<file path="src/core/mdp_pkg.sv">
package mdp_pkg;

    // ------------------------------------------------------------
    // Timing
    // ------------------------------------------------------------
    localparam int CLK_MHZ = 100;
    localparam int LOC_TIME_US = 40;
    localparam int LOC_CYC = LOC_TIME_US * CLK_MHZ;
    localparam int LOC_W = 13;
    localparam logic [LOC_W-1:0] LOC_LAST = LOC_W'(LOC_CYC - 1);
    // 2.048 MHz master clock over a 512 kbit/s stream
    localparam int MCLK_PER_BIT = 4;
    localparam int PH_W = 2;
    localparam logic [PH_W-1:0] PH_LAST = PH_W'(MCLK_PER_BIT - 1);
    localparam int RECOVER_MCLK = 32;
    localparam int REC_W = 6;
    localparam logic [REC_W-1:0] REC_LAST = REC_W'(RECOVER_MCLK - 1);

    // ------------------------------------------------------------
    // Modulator input scale
    // ------------------------------------------------------------
    localparam int SAMPLE_W = 16;
    localparam int ACC_W = 18;
    localparam logic signed [SAMPLE_W-1:0] FULL_SCALE = 16'sh6000;
    localparam logic signed [SAMPLE_W-1:0] UNSTABLE_POS = 16'sh64CC;
    localparam logic signed [SAMPLE_W-1:0] UNSTABLE_NEG = -16'sh64CC;

    // ------------------------------------------------------------
    // Mode and attenuation codes
    // ------------------------------------------------------------
    localparam logic [2:0] MODE_MOD = 3'h0;
    localparam logic [2:0] MODE_AC_BOTH = 3'h1;
    localparam logic [2:0] MODE_AC_PREC = 3'h2;
    localparam logic [2:0] MODE_AC_BUF = 3'h3;
    localparam logic [2:0] MODE_DC_CM = 3'h4;
    localparam logic [2:0] MODE_DC_DIFF = 3'h5;
    localparam logic [2:0] MODE_AC_CM = 3'h6;
    localparam logic [2:0] MODE_SLEEP = 3'h7;
    localparam logic [2:0] ATT_MIN = 3'h6;

    // ------------------------------------------------------------
    // Synchroniser lanes and register map
    // ------------------------------------------------------------
    localparam int PIN_MCLK = 0;
    localparam int PIN_MSYNC = 1;
    localparam int PIN_TSTREAM = 2;
    localparam int PIN_MODE_LO = 3;
    localparam int PIN_ATT_LO = 6;
    localparam int PIN_W = 9;
    localparam int ADDR_W = 4;
    localparam logic [ADDR_W-1:0] REG_STATUS = 4'h0;
    localparam logic [ADDR_W-1:0] REG_ANALOG_IN = 4'h4;

    typedef enum logic [1:0] {PWR_DOWN, PWR_SLEEP, PWR_RUN} mdp_pwr_t;

    typedef struct packed {
        logic prec_en;
        logic buf_en;
        logic ac_active;
        logic dc_active;
        logic common_mode;
        logic drive_bit;
        logic [2:0] atten_shift;
    } mdp_dac_t;

    typedef struct packed {
        mdp_pwr_t pwr;
        logic [2:0] mode;
        logic [2:0] atten;
        logic overrange;
        logic mod_en;
    } mdp_status_t;

    typedef struct packed {
        mdp_pwr_t pwr;
        logic [LOC_W-1:0] loc_cnt;
        logic [2:0] mode;
        logic [2:0] atten;
        mdp_dac_t dac;
        logic out_oe;
        logic [SAMPLE_W-1:0] analog_in;
        logic ack;
        logic [31:0] rdata;
    } mdp_ctrl_t;

endpackage : mdp_pkg

</file>
<file path="src/core/mdp_power_ctrl.sv">
// Design decisions made here: register access over Avalon-MM and the placing of the registers.
`timescale 1ns/1ps

module mdp_power_ctrl (
    input wire logic clk,
    input wire logic srst,
    input wire logic mclk_pin,
    input wire logic msync_pin,
    input wire logic test_pattern_stream,
    input wire logic [2:0] mode_sel,
    input wire logic [2:0] atten_select,
    input wire logic [mdp_pkg::ADDR_W-1:0] avs_address,
    input wire logic avs_read,
    input wire logic avs_write,
    input wire logic [31:0] avs_writedata,
    input wire logic [3:0] avs_byteenable,
    output logic [31:0] avs_readdata,
    output logic avs_waitrequest,
    output logic mdata_out,
    output logic mdata_oe,
    output logic overrange_flag_out,
    output logic overrange_flag_oe,
    output mdp_pkg::mdp_dac_t dac
);

    mdp_pkg::mdp_ctrl_t st_r;
    mdp_pkg::mdp_ctrl_t st_nxt;
    mdp_pkg::mdp_status_t status;
    logic [mdp_pkg::PIN_W-1:0] pin_lvl;
    logic [mdp_pkg::PIN_W-1:0] pin_rise;
    logic [mdp_pkg::PIN_W-1:0] pin_fall;
    logic mclk_rise;
    logic mclk_edge;
    logic [2:0] mode_pins;
    logic [2:0] att_pins;
    logic req;
    logic mod_bit;
    logic mod_ovr;

    // ------------------------------------------------------------
    // Attenuation: six halving steps, codes above 1/64 clamp
    // ------------------------------------------------------------
    function automatic logic [2:0] atten_shift(input logic [2:0] sel);
        atten_shift = (sel > mdp_pkg::ATT_MIN) ? mdp_pkg::ATT_MIN : sel;
    endfunction : atten_shift

    // ------------------------------------------------------------
    // Pin synchronisers and modulator
    // ------------------------------------------------------------
    mdp_pin_sync #(
        .W(mdp_pkg::PIN_W)
    ) u_sync (
        .clk(clk),
        .srst(srst),
        .pin_in({atten_select, mode_sel, test_pattern_stream, msync_pin, mclk_pin}),
        .level(pin_lvl),
        .rise(pin_rise),
        .fall(pin_fall)
    );

    assign mclk_rise = pin_rise[mdp_pkg::PIN_MCLK];
    assign mclk_edge = pin_rise[mdp_pkg::PIN_MCLK] | pin_fall[mdp_pkg::PIN_MCLK];
    assign mode_pins = pin_lvl[mdp_pkg::PIN_MODE_LO +: 3];
    assign att_pins = pin_lvl[mdp_pkg::PIN_ATT_LO +: 3];

    mdp_modulator u_mod (
        .clk(clk),
        .srst(srst),
        .enable(st_r.pwr == mdp_pkg::PWR_RUN),
        .mclk_rise(mclk_rise),
        .msync_lvl(pin_lvl[mdp_pkg::PIN_MSYNC]),
        .sample(st_r.analog_in),
        .bit_out(mod_bit),
        .bit_stb(),
        .overrange(mod_ovr)
    );

    // ------------------------------------------------------------
    // Outputs toward the partner
    // ------------------------------------------------------------
    assign mdata_out = mod_bit;
    assign overrange_flag_out = mod_ovr;
    assign mdata_oe = st_r.out_oe;
    assign overrange_flag_oe = st_r.out_oe;
    assign dac = st_r.dac;
    assign req = avs_read || avs_write;
    assign avs_waitrequest = req && !st_r.ack;
    assign avs_readdata = st_r.rdata;

    assign status = '{
        pwr: st_r.pwr,
        mode: st_r.mode,
        atten: atten_shift(st_r.atten),
        overrange: mod_ovr,
        mod_en: st_r.pwr == mdp_pkg::PWR_RUN
    };

    // ------------------------------------------------------------
    // Next state
    // ------------------------------------------------------------
    always_comb begin
        st_nxt = st_r;

        // Loss-of-clock timer, cleared on either master clock edge
        if (mclk_edge) begin
            st_nxt.loc_cnt = '0;
        end else if (st_r.loc_cnt != mdp_pkg::LOC_LAST) begin
            st_nxt.loc_cnt = st_r.loc_cnt + 1'b1;
        end

        if (mclk_rise) begin
            st_nxt.mode = mode_pins;
            st_nxt.atten = att_pins;
            st_nxt.pwr = (mode_pins == mdp_pkg::MODE_SLEEP) ? mdp_pkg::PWR_SLEEP : mdp_pkg::PWR_RUN;
        end
        if (!mclk_edge && st_r.loc_cnt == mdp_pkg::LOC_LAST) begin
            st_nxt.pwr = mdp_pkg::PWR_DOWN;
        end

        // Test DAC steering; everything off unless running
        st_nxt.dac = '0;
        st_nxt.out_oe = st_nxt.pwr == mdp_pkg::PWR_RUN;
        if (st_nxt.pwr == mdp_pkg::PWR_RUN) begin
            unique case (st_nxt.mode)
                mdp_pkg::MODE_MOD, mdp_pkg::MODE_SLEEP: begin
                    st_nxt.dac.ac_active = 1'b0;
                end
                mdp_pkg::MODE_AC_BOTH: begin
                    st_nxt.dac.prec_en = 1'b1;
                    st_nxt.dac.buf_en = 1'b1;
                    st_nxt.dac.ac_active = 1'b1;
                end
                mdp_pkg::MODE_AC_PREC: begin
                    st_nxt.dac.prec_en = 1'b1;
                    st_nxt.dac.ac_active = 1'b1;
                end
                mdp_pkg::MODE_AC_BUF: begin
                    st_nxt.dac.buf_en = 1'b1;
                    st_nxt.dac.ac_active = 1'b1;
                end
                mdp_pkg::MODE_AC_CM: begin
                    st_nxt.dac.prec_en = 1'b1;
                    st_nxt.dac.buf_en = 1'b1;
                    st_nxt.dac.ac_active = 1'b1;
                    st_nxt.dac.common_mode = 1'b1;
                end
                mdp_pkg::MODE_DC_CM: begin
                    st_nxt.dac.prec_en = 1'b1;
                    st_nxt.dac.buf_en = 1'b1;
                    st_nxt.dac.dc_active = 1'b1;
                    st_nxt.dac.common_mode = 1'b1;
                end
                mdp_pkg::MODE_DC_DIFF: begin
                    st_nxt.dac.prec_en = 1'b1;
                    st_nxt.dac.buf_en = 1'b1;
                    st_nxt.dac.dc_active = 1'b1;
                end
            endcase
            if (st_nxt.dac.ac_active) begin
                // Test stream bit taken on each master clock rise
                st_nxt.dac.drive_bit = mclk_rise ? pin_lvl[mdp_pkg::PIN_TSTREAM] : st_r.dac.drive_bit;
            end else begin
                st_nxt.dac.drive_bit = st_nxt.dac.dc_active && !st_nxt.dac.common_mode;
            end
            if (st_nxt.dac.ac_active || st_nxt.dac.dc_active) begin
                st_nxt.dac.atten_shift = atten_shift(st_nxt.atten);
            end
        end

        // Register bus: one wait cycle, answer on the second edge
        if (req && !st_r.ack) begin
            st_nxt.ack = 1'b1;
            unique case (avs_address)
                mdp_pkg::REG_STATUS: st_nxt.rdata = 32'(status);
                mdp_pkg::REG_ANALOG_IN: st_nxt.rdata = 32'(st_r.analog_in);
                default: st_nxt.rdata = '0;
            endcase
        end else begin
            st_nxt.ack = 1'b0;
            if (st_r.ack && avs_write && avs_address == mdp_pkg::REG_ANALOG_IN) begin
                for (int b = 0; b < 2; b++) begin
                    if (avs_byteenable[b]) begin
                        st_nxt.analog_in[b*8 +: 8] = avs_writedata[b*8 +: 8];
                    end
                end
            end
        end

        if (srst) begin
            st_nxt = '0;
            st_nxt.pwr = mdp_pkg::PWR_DOWN;
        end
    end

    always_ff @(posedge clk) begin
        st_r <= st_nxt;
    end
endmodule : mdp_power_ctrl

</file>
<file path="src/core/mdp_pin_sync.sv">
`timescale 1ns/1ps

module mdp_pin_sync #(
    parameter int W = 1
) (
    input wire logic clk,
    input wire logic srst,
    input wire logic [W-1:0] pin_in,
    output logic [W-1:0] level,
    output logic [W-1:0] rise,
    output logic [W-1:0] fall
);

    typedef struct packed {
        logic [W-1:0] s1;
        logic [W-1:0] s2;
        logic [W-1:0] s3;
        logic [W-1:0] lvl;
    } mdp_sync_t;

    mdp_sync_t st_r;
    mdp_sync_t st_nxt;
    logic [W-1:0] agree;

    // ------------------------------------------------------------
    // Three stages; a change counts once stages two and three agree
    // ------------------------------------------------------------
    assign agree = ~(st_r.s2 ^ st_r.s3);
    assign level = st_r.lvl;
    assign rise = agree & st_r.s3 & ~st_r.lvl;
    assign fall = agree & ~st_r.s3 & st_r.lvl;

    always_comb begin
        st_nxt = st_r;
        st_nxt.s1 = pin_in;
        st_nxt.s2 = st_r.s1;
        st_nxt.s3 = st_r.s2;
        st_nxt.lvl = (agree & st_r.s3) | (~agree & st_r.lvl);
        if (srst) begin
            st_nxt = '0;
        end
    end

    always_ff @(posedge clk) begin
        st_r <= st_nxt;
    end

endmodule : mdp_pin_sync

</file>
<file path="src/core/mdp_modulator.sv">
`timescale 1ns/1ps

module mdp_modulator (
    input wire logic clk,
    input wire logic srst,
    input wire logic enable,
    input wire logic mclk_rise,
    input wire logic msync_lvl,
    input wire logic signed [mdp_pkg::SAMPLE_W-1:0] sample,
    output logic bit_out,
    output logic bit_stb,
    output logic overrange
);

    typedef struct packed {
        logic [mdp_pkg::PH_W-1:0] phase;
        logic signed [mdp_pkg::ACC_W-1:0] acc;
        logic bit_q;
        logic stb;
        logic flag;
        logic [mdp_pkg::REC_W-1:0] rec_cnt;
        logic sync_q;
    } mdp_mod_t;

    mdp_mod_t st_r;
    mdp_mod_t st_nxt;
    logic over;
    logic sync_evt;
    logic signed [mdp_pkg::ACC_W-1:0] fb;
    logic signed [mdp_pkg::ACC_W-1:0] acc_n;

    assign over = (sample > mdp_pkg::UNSTABLE_POS) || (sample < mdp_pkg::UNSTABLE_NEG);
    assign sync_evt = msync_lvl && !st_r.sync_q;
    assign fb = st_r.bit_q ? mdp_pkg::ACC_W'(mdp_pkg::FULL_SCALE) : -mdp_pkg::ACC_W'(mdp_pkg::FULL_SCALE);
    assign acc_n = st_r.acc + mdp_pkg::ACC_W'(sample) - fb;
    assign bit_out = st_r.bit_q;
    assign bit_stb = st_r.stb;
    assign overrange = st_r.flag;

    // ------------------------------------------------------------
    // Loop: runs in its first-order fallback form
    // ------------------------------------------------------------
    always_comb begin
        st_nxt = st_r;
        st_nxt.stb = 1'b0;
        if (mclk_rise) begin
            st_nxt.sync_q = msync_lvl;
            if (sync_evt) begin
                st_nxt.phase = '0;
                st_nxt.acc = '0;
            end else begin
                st_nxt.phase = st_r.phase + 1'b1;
                if (st_r.phase == mdp_pkg::PH_LAST) begin
                    st_nxt.acc = acc_n;
                    st_nxt.bit_q = !acc_n[mdp_pkg::ACC_W-1];
                    st_nxt.stb = 1'b1;
                end
            end
            if (over) begin
                st_nxt.flag = 1'b1;
                st_nxt.rec_cnt = '0;
            end else if (st_r.flag) begin
                if (st_r.rec_cnt == mdp_pkg::REC_LAST) begin
                    st_nxt.flag = 1'b0;
                    st_nxt.rec_cnt = '0;
                end else begin
                    st_nxt.rec_cnt = st_r.rec_cnt + 1'b1;
                end
            end
        end
        if (srst || !enable) begin
            st_nxt = '0;
        end
    end

    always_ff @(posedge clk) begin
        st_r <= st_nxt;
    end
endmodule : mdp_modulator

</file>
<file path="config.mk">
export PLATFORM = sky130hd
export DESIGN_NAME = mdp_power_ctrl
export DESIGN_NICKNAME = d
export VERILOG_FILES = /design/src/core/mdp_pkg.sv /design/src/core/mdp_power_ctrl.sv /design/src/core/mdp_pin_sync.sv /design/src/core/mdp_modulator.sv
export SDC_FILE = /design/constraint.sdc
export NUM_CORES = 1
export LEC_CHECK = 0
export BUFFER_PORTS_ARGS = -buffer_cell sky130_fd_sc_hd__clkbuf_2
export CORE_MARGIN = 1
export CORE_UTILIZATION = 40
export DETAILED_ROUTE_END_ITERATION = 6
export PLACE_DENSITY = 0.71
export REMOVE_ABC_BUFFERS = 1
export SYNTH_ARGS = -nofsm -noshare
export SYNTH_HDL_FRONTEND = slang
export SYNTH_SLANG_ARGS = --single-unit
</file>
<file path="constraint.sdc">
create_clock -name clk -period 7.6 [get_ports clk]
set_input_delay 1.52 -clock clk [delete_from_list [all_inputs] [get_ports clk]]
set_output_delay 1.52 -clock clk [all_outputs]
set_load 0.05 [all_outputs]
</file>
==> key figures, run 1 <==
Timing
  – Slew margin rel.: 33.0%
  – Setup TNS Final: 0 ns
  – Final hold vios: 0
  – Fin crit period: 4.54 ns
  – Clock Skew: roughly 0.0082 ns
  – Fmax: approximately 220 MHz
  – Crit share post-route: about 60%
  – Max-slew violations: 0
  – Setup violators final: 0
  – Worst-Margin Slew: approximately 1 ns
  – Unrepaired setup endpoints after global routing: false

Clock network
  – H-tree depth: 4
  – Worst-path clk slew: roughly 0.060 ns
  – CTS root buffer: clkbuf_16
  – Clk Latency, worst-skew pair: around 0.42 ns
  – CTS tree: built
  – Clock sink count: 129
  – Num CTS Buffers: 17
  – Clock buffer depth: 2
  – Post-CTS Hold Buffers: 0
  – Post-CTS sizing: 0
  – Post-CTS setup buffers: 0

Critical path
  – Worst Path Max Fanout: 18
  – Top cell by count, worst path: clkbuf_2
  – Worst setup EP type: primary output
  – CP required: about 6.1 ns
  – Critical-path top delay cell: clkinv_1
  – Worst Setup Start Kind: primary input
  – Worst setup path class: in2out
  – CP max stage delay: roughly 0.55 ns
  – Cells along the critical path: clkbuf_2, nor2_1, or2_2, clkinv_1, clkbuf_2
  – WP data arrival: just over 3 ns

Synthesis
  – Top_reg_cell synth: dfxtp_1
  – Synth Warn #: 0
  – Synth async-reset ratio: 0%
  – #FFs+latches synth: 129
  – Distinct cells, synth: 58
  – Post-synthesis sequential area ratio: 41.1%
  – Syn Area/Cell: roughly 8.8 um^2
  – Post-Synthesis Cells: between 700 and 800
  – Number of synthesized flops with an enable pin: 0
  – Synthesized area: roughly 0.0063 mm^2

Route
  – Vias: around 4800
  – Final ANT Viol Nets: 0
  – DRT Wirelength: approximately 13000 um
  – DR pass1 iterations: 5
  – WL/cell: 13.1 um
  – DRC viols: 0
  – Iter 0 DRT Violations: 232
  – DR vias/cell: around 4.9

Worst hold path
  – Hold/Removal Path Class: reg2reg

Placed design
  – DP HPWL: 9030 um
  – Placed instance area: about 0.0065 mm^2
  – Number of buffers added on ports: 64
  – RePlAce Congestion: 0.844

Floorplan
  – Effective utilization at floorplan: between 40% and 50%
  – Die extent in y: 127 um
  – Top-Level Pins: between 90 and 100
  – Die Width: between 100 and 150 um
  – Core area: 0.0153 mm^2
  – DIE AREA: around 0.016 mm^2
  – # rows: 45

Final layout
  – Area occupied by multi-input gates: ~0.0031 mm^2
  – Design area: between 0.007 and 0.008 mm^2
  – Final antenna diode count: 0
  – # nets final: 842
  – Synthesis-to-finish area growth: 13.9%
  – Ratio of cells with drive above 1 in the final layout: between 10% and 20%
  – Fillcell total: 1445
  – FF/Latch Area: around 0.0026 mm^2

Pwr
  – Leak: between 3 and 4 nW
  – Pwr Density: 227 mW/mm^2
  – Peak supply drop: roughly 0.00016 V

Global route
  – Initial antenna violation count: 0
  – First-pass GRT wire length: 21200 um
  – Grt ovf: 0
  – Total track usage: between 10% and 20%
  – Vias in the first global route: between 4000 and 5000
  – Largest net degree at the start of global routing: 80

Flow run
  – Max-cap violations: 0

Outcome
  – Run status: finished clean
[Yosys cell counts, types with 3 or more instances]
| master | instances | area [um^2] |
|---|---|---|
| nand4_1 | 3 | 18.8 |
| nor2b_1 | 34 | 213 |
| buf_2 | 3 | 15.0 |
| a221oi_1 | 10 | 87.6 |
| o211ai_1 | 4 | 30.0 |
| and3_1 | 4 | 25.0 |
| xor2_1 | 12 | 105 |
| nor2_1 | 81 | 304 |
| a21o_1 | 5 | 37.5 |
| ha_1 | 40 | 500 |
| o22ai_1 | 3 | 18.8 |
| inv_1 | 56 | 210 |
| buf_1 | 4 | 15.0 |
| or3_1 | 4 | 25.0 |
| fa_1 | 3 | 60.1 |
| nor4_1 | 4 | 25.0 |
| mux2i_1 | 25 | 250 |
| nand2b_1 | 9 | 56.3 |
| a22o_1 | 11 | 96.3 |
| nand3_1 | 16 | 80.1 |
| nand2_1 | 48 | 180 |
| a22oi_1 | 6 | 45.0 |
| a211oi_1 | 5 | 37.5 |
| dfxtp_1 | 129 | 2580 |
| xnor2_1 | 13 | 114 |
| clkbuf_1 | 15 | 56.3 |
| nor3_1 | 20 | 100 |
| o21ai_0 | 22 | 110 |
| a21oi_1 | 43 | 215 |
| a31oi_1 | 4 | 25.0 |
| buf_4 | 42 | 315 |
[kinds of logic after synthesis]
| kind of cell | synth area share [%] |
|---|---|
| XOR/XNOR | 3.49 |
| AND/OR/NAND/NOR | 19.1 |
| other | 0.0598 |
| AO/OA/AOI/OAI | 13.3 |
| buffers and inverters | 9.81 |
| multiplexers | 4.17 |
| adder cells (fa/ha/maj) | 8.93 |
| flip-flops | 41.1 |
[per-layer routing]
layer | track usage (%) | up-vias | wire length [um]
li1 | - | 2438 | -
met1 | 21.4 | 2228 | 6060
met2 | 27.2 | 89 | 5930
met3 | 4.65 | 13 | 586
met4 | 5.04 | 0 | 122
met5 | 0 | - | 0
[area by class of cell]
cell class | count | area share [%]
multi-input cells | 475 | 44.0
flip-flops and latches | 129 | 36.1
clock buffers | 19 | 6.06
repair buffers | 66 | 4.69
well taps | 211 | 3.69
inverters | 57 | 2.99
clock inverters | 13 | 2.49
[power breakdown]
group	switching, mW	internal [mW]
sequential	0.00719	0.688
combinational	0.0644	0.0241
clock	0.315	0.523
total	0.387	1.24
[registers in the layout (all words and copies together), names as in the netlist, named ones only]
register and count:
u_mod.overrange 1, u_mod.bit_out 1, mdata_oe 1, st_r 38
u_mod.st_r 27, u_sync.st_r 27, dac 9, avs_readdata 16
[through the flow]
| step | cells | setup WS (ns) | hold slack (ns) | util, % | power (mW) |
|---|---|---|---|---|---|
| 5_1_grt | 970 | 2.97 | 0.454 | 46.9 | 1.67 |
| 3_3_place_gp | 938 | 3.08 | 0.417 | 42.9 | 0.797 |
| 3_5_place_dp | 938 | 3.08 | 0.424 | 42.9 | 0.799 |
| 2_1_floorplan | 661 | 3.65 | 0.414 | - | 0.769 |
| 4_1_cts | 970 | 3.08 | 0.438 | 46.9 | 1.64 |
| 6_report | 970 | 3.06 | 0.436 | 46.9 | 1.62 |
[path summary, 6_finish.rpt]
check / start / slack [ns] / endpoint / depth (start not counted)
max: avs_write / 3.06 / avs_waitrequest / 5
min: u_sync.st_r[31] / 0.44 / u_sync.st_r[22] / 1
max reg2reg: u_mod.bit_out / 4.81 / u_mod.bit_out / 9
min reg2reg: u_sync.st_r[31] / 0.44 / u_sync.st_r[22] / 1
[cells in the final DEF (no fill, tap or decap), drive strengths merged, types with 6 or more instances in the layout]
master  Yosys  routed
a21oi      43      43
a221oi     10      10
a22o       11      11
a22oi       6       6
clkbuf     15      83
conb        1      16
dfxtp     129     129
ha         40      40
inv        56      60
mux2i      25      25
nand2      48      48
nand2b     10      10
nand3      16      16
nor2       81      81
nor2b      34      34
nor3       20      20
o21ai      23      23
xnor2      13      13
xor2       12      12
[critical path: cells and delay by family]
kind | cells | cell delay [ns]
AND/OR/NAND/NOR | 2 | 0.42
buffers and inverters | 3 | 1.06
No activity file was read; power rests on OpenSTA's default activity.
==> run 2, diff against run 1 <==
==> constraint.sdc (replaced) <==
create_clock -name clk -period 4.4 [get_ports clk]
set_input_delay 0.88 -clock clk [delete_from_list [all_inputs] [get_ports clk]]
set_output_delay 0.88 -clock clk [all_outputs]
set_load 0.05 [all_outputs]
==> run 2 against run 1 <==
  * Sequential cell count unchanged
  * Clock-buffer cell count unchanged
  * First-iteration DRC count increased by 1.7%
  * Cell area increased by 0.61%
  * Worst setup slack got worse by 1.5 ns
  * Clock power increased by 82%
  * Critical endpoint is now u_mod.bit_out
  * Combinational power increased by 75%
  * Largest cell class unchanged
  * Worst hold slack improved by 0.00099 ns
  * Via count increased by 0.78%
  * Final cell count increased by 0.21%
==> key figures, run 2 (synthesis gave the netlist of run 1 again) <==
Outcome
  – Run status: finished clean

Placed design
  – Number of buffers added on ports: between 60 and 70
  – DP HPWL: between 8000 and 9000 um
  – RePlAce Congestion: 0.841
  – Placed instance area: roughly 0.0066 mm^2

Timing
  – Final hold vios: 0
  – Worst-Margin Slew: 0.878 ns
  – Setup violators final: 0
  – Unrepaired setup endpoints after global routing: false
  – Crit share post-route: about 64%
  – Hold slack: 0.437 ns
  – Slew margin rel.: between 40 and 50%
  – Setup TNS Final: 0 ns
  – Fmax: around 360 MHz
  – Max-slew violations: 0
  – Clock Skew: approximately 0.0066 ns
  – Fin crit period: about 2.8 ns

Floorplan
  – Top-Level Pins: 99
  – Core area: between 0.015 and 0.02 mm^2
  – Die extent in y: approximately 130 um
  – DIE AREA: between 0.015 and 0.02 mm^2
  – Die Width: around 130 um
  – # rows: 45
  – Effective utilization at floorplan: 41.1%

Route
  – WL/cell: approximately 13 um
  – DR pass1 iterations: 5
  – DR vias/cell: approximately 4.9
  – DRC viols: 0
  – Final ANT Viol Nets: 0
  – DRT Wirelength: roughly 13000 um
  – Iter 0 DRT Violations: about 240
  – Vias: 4805

Global route
  – Vias in the first global route: between 4000 and 5000
  – Grt ovf: 0
  – Initial antenna violation count: 0
  – Largest net degree at the start of global routing: ~80
  – Total track usage: between 10% and 20%
  – First-pass GRT wire length: ~21000 um

Final layout
  – Final antenna diode count: 0
  – Max FFs per register: 38
  – Design area: 0.00719 mm^2
  – Leading cell types in the layout, fill and taps excluded: dfxtp_1 (129), nor2_1 (81), clkbuf_2 (64)
  – # nets final: between 800 and 900
  – Biggest regs: st_r: 38 flops, u_mod.st_r: 27 flops, u_sync.st_r: 27 flops
  – Ratio of cells with drive above 1 in the final layout: 14.7%
  – Most common cell after layout, fill and taps aside: dfxtp_1
  – Reg with most FFs: st_r
  – Synthesis-to-finish area growth: 14.6%

Pwr
  – Leak: about 3.2 nW
  – Peak supply drop: ~0.00030 V
  – Power Total: approximately 2.9 mW
  – Pwr Density: about 400 mW/mm^2

Critical path
  – CP max stage delay: ~0.55 ns
  – Worst setup EP type: register
  – Crit path max-delay family: adder cells
  – Bufs and invs on worst path: 1
  – Worst Path Max Fanout: 6
  – Critical-path top delay cell: dfxtp_1
  – Crit path launch: u_mod.bit_out
  – Worst Setup Start Kind: register
  – WP data arrival: between 3 and 4 ns
  – Worst setup path class: reg2reg
  – Reg2reg start: u_mod.bit_out
  – Cells along the critical path: inv_1, fa_1, ha_1, and2_1, and3_1, a221o_1, a21oi_1, xnor2_1, a211oi_1
  – CP required: between 4 and 5 ns

Worst hold path
  – Hold Path Origin: u_sync.st_r[34]
  – Hold/Removal Path Class: reg2reg

Clock network
  – Clk Latency, worst-skew pair: about 0.42 ns
  – Clock sink count: around 130
  – Post-CTS sizing: 0
  – Post-CTS Hold Buffers: 0
  – Num CTS Buffers: 17
  – CTS tree: built
  – Post-CTS setup buffers: 0
  – Worst-path clk slew: around 0.060 ns
  – H-tree depth: 4
  – CTS root buffer: clkbuf_16
  – Clock buffer depth: 2

Flow run
  – Max-cap violations: 0
[run 2: worst paths after layout]
kind / endpoint / slack (ns) / cells after the start
max reg2reg: u_mod.bit_out / 1.58 / 9
min reg2reg: u_sync.st_r[25] / 0.44 / 1
max: u_mod.bit_out / 1.58 / 9
min: u_sync.st_r[25] / 0.44 / 1
[run 2: stage by stage]
stage	std cells	worst slack [ns]	util, %
after floorplan	661	1.49	-
after global placement	940	1.63	43.0
after detailed placement	940	1.61	43.0
after CTS	972	1.57	47.1
after global routing	972	1.36	47.1
final	972	1.58	47.1
[run 2: metal layers]
layer / share of wire (%) / track usage [%]
met5: 0 / 0
met4: 1.3 / 6.37
met3: 4.6 / 3.89
met1: 48 / 21.1
met2: 46 / 27.0
[run 2: area by class of cell]
class | count | area, um^2
Fill cell | 1440 | 8070
Multi-Input combinational cell | 475 | 3140
Sequential cell | 129 | 2580
Clock buffer | 19 | 443
Timing Repair Buffer | 68 | 350
Tap cell | 211 | 264
Inverter | 57 | 214
Clock inverter | 13 | 196
[run 2: where the power goes]
group | internal (mW) | switching (mW) | total, mW
registers | 1.19 | 0.0124 | 1.20
logic | 0.0430 | 0.112 | 0.155
clock network | 0.975 | 0.546 | 1.52
[run 2: worst reg2reg max path: stages (launching register included)]
cell and delay [ns]:
dfxtp_1 0.55, inv_1 0.12, fa_1 0.48, ha_1 0.37
and2_1 0.21, and3_1 0.18, a221o_1 0.31, a21oi_1 0.17
xnor2_1 0.12, a211oi_1 0.23
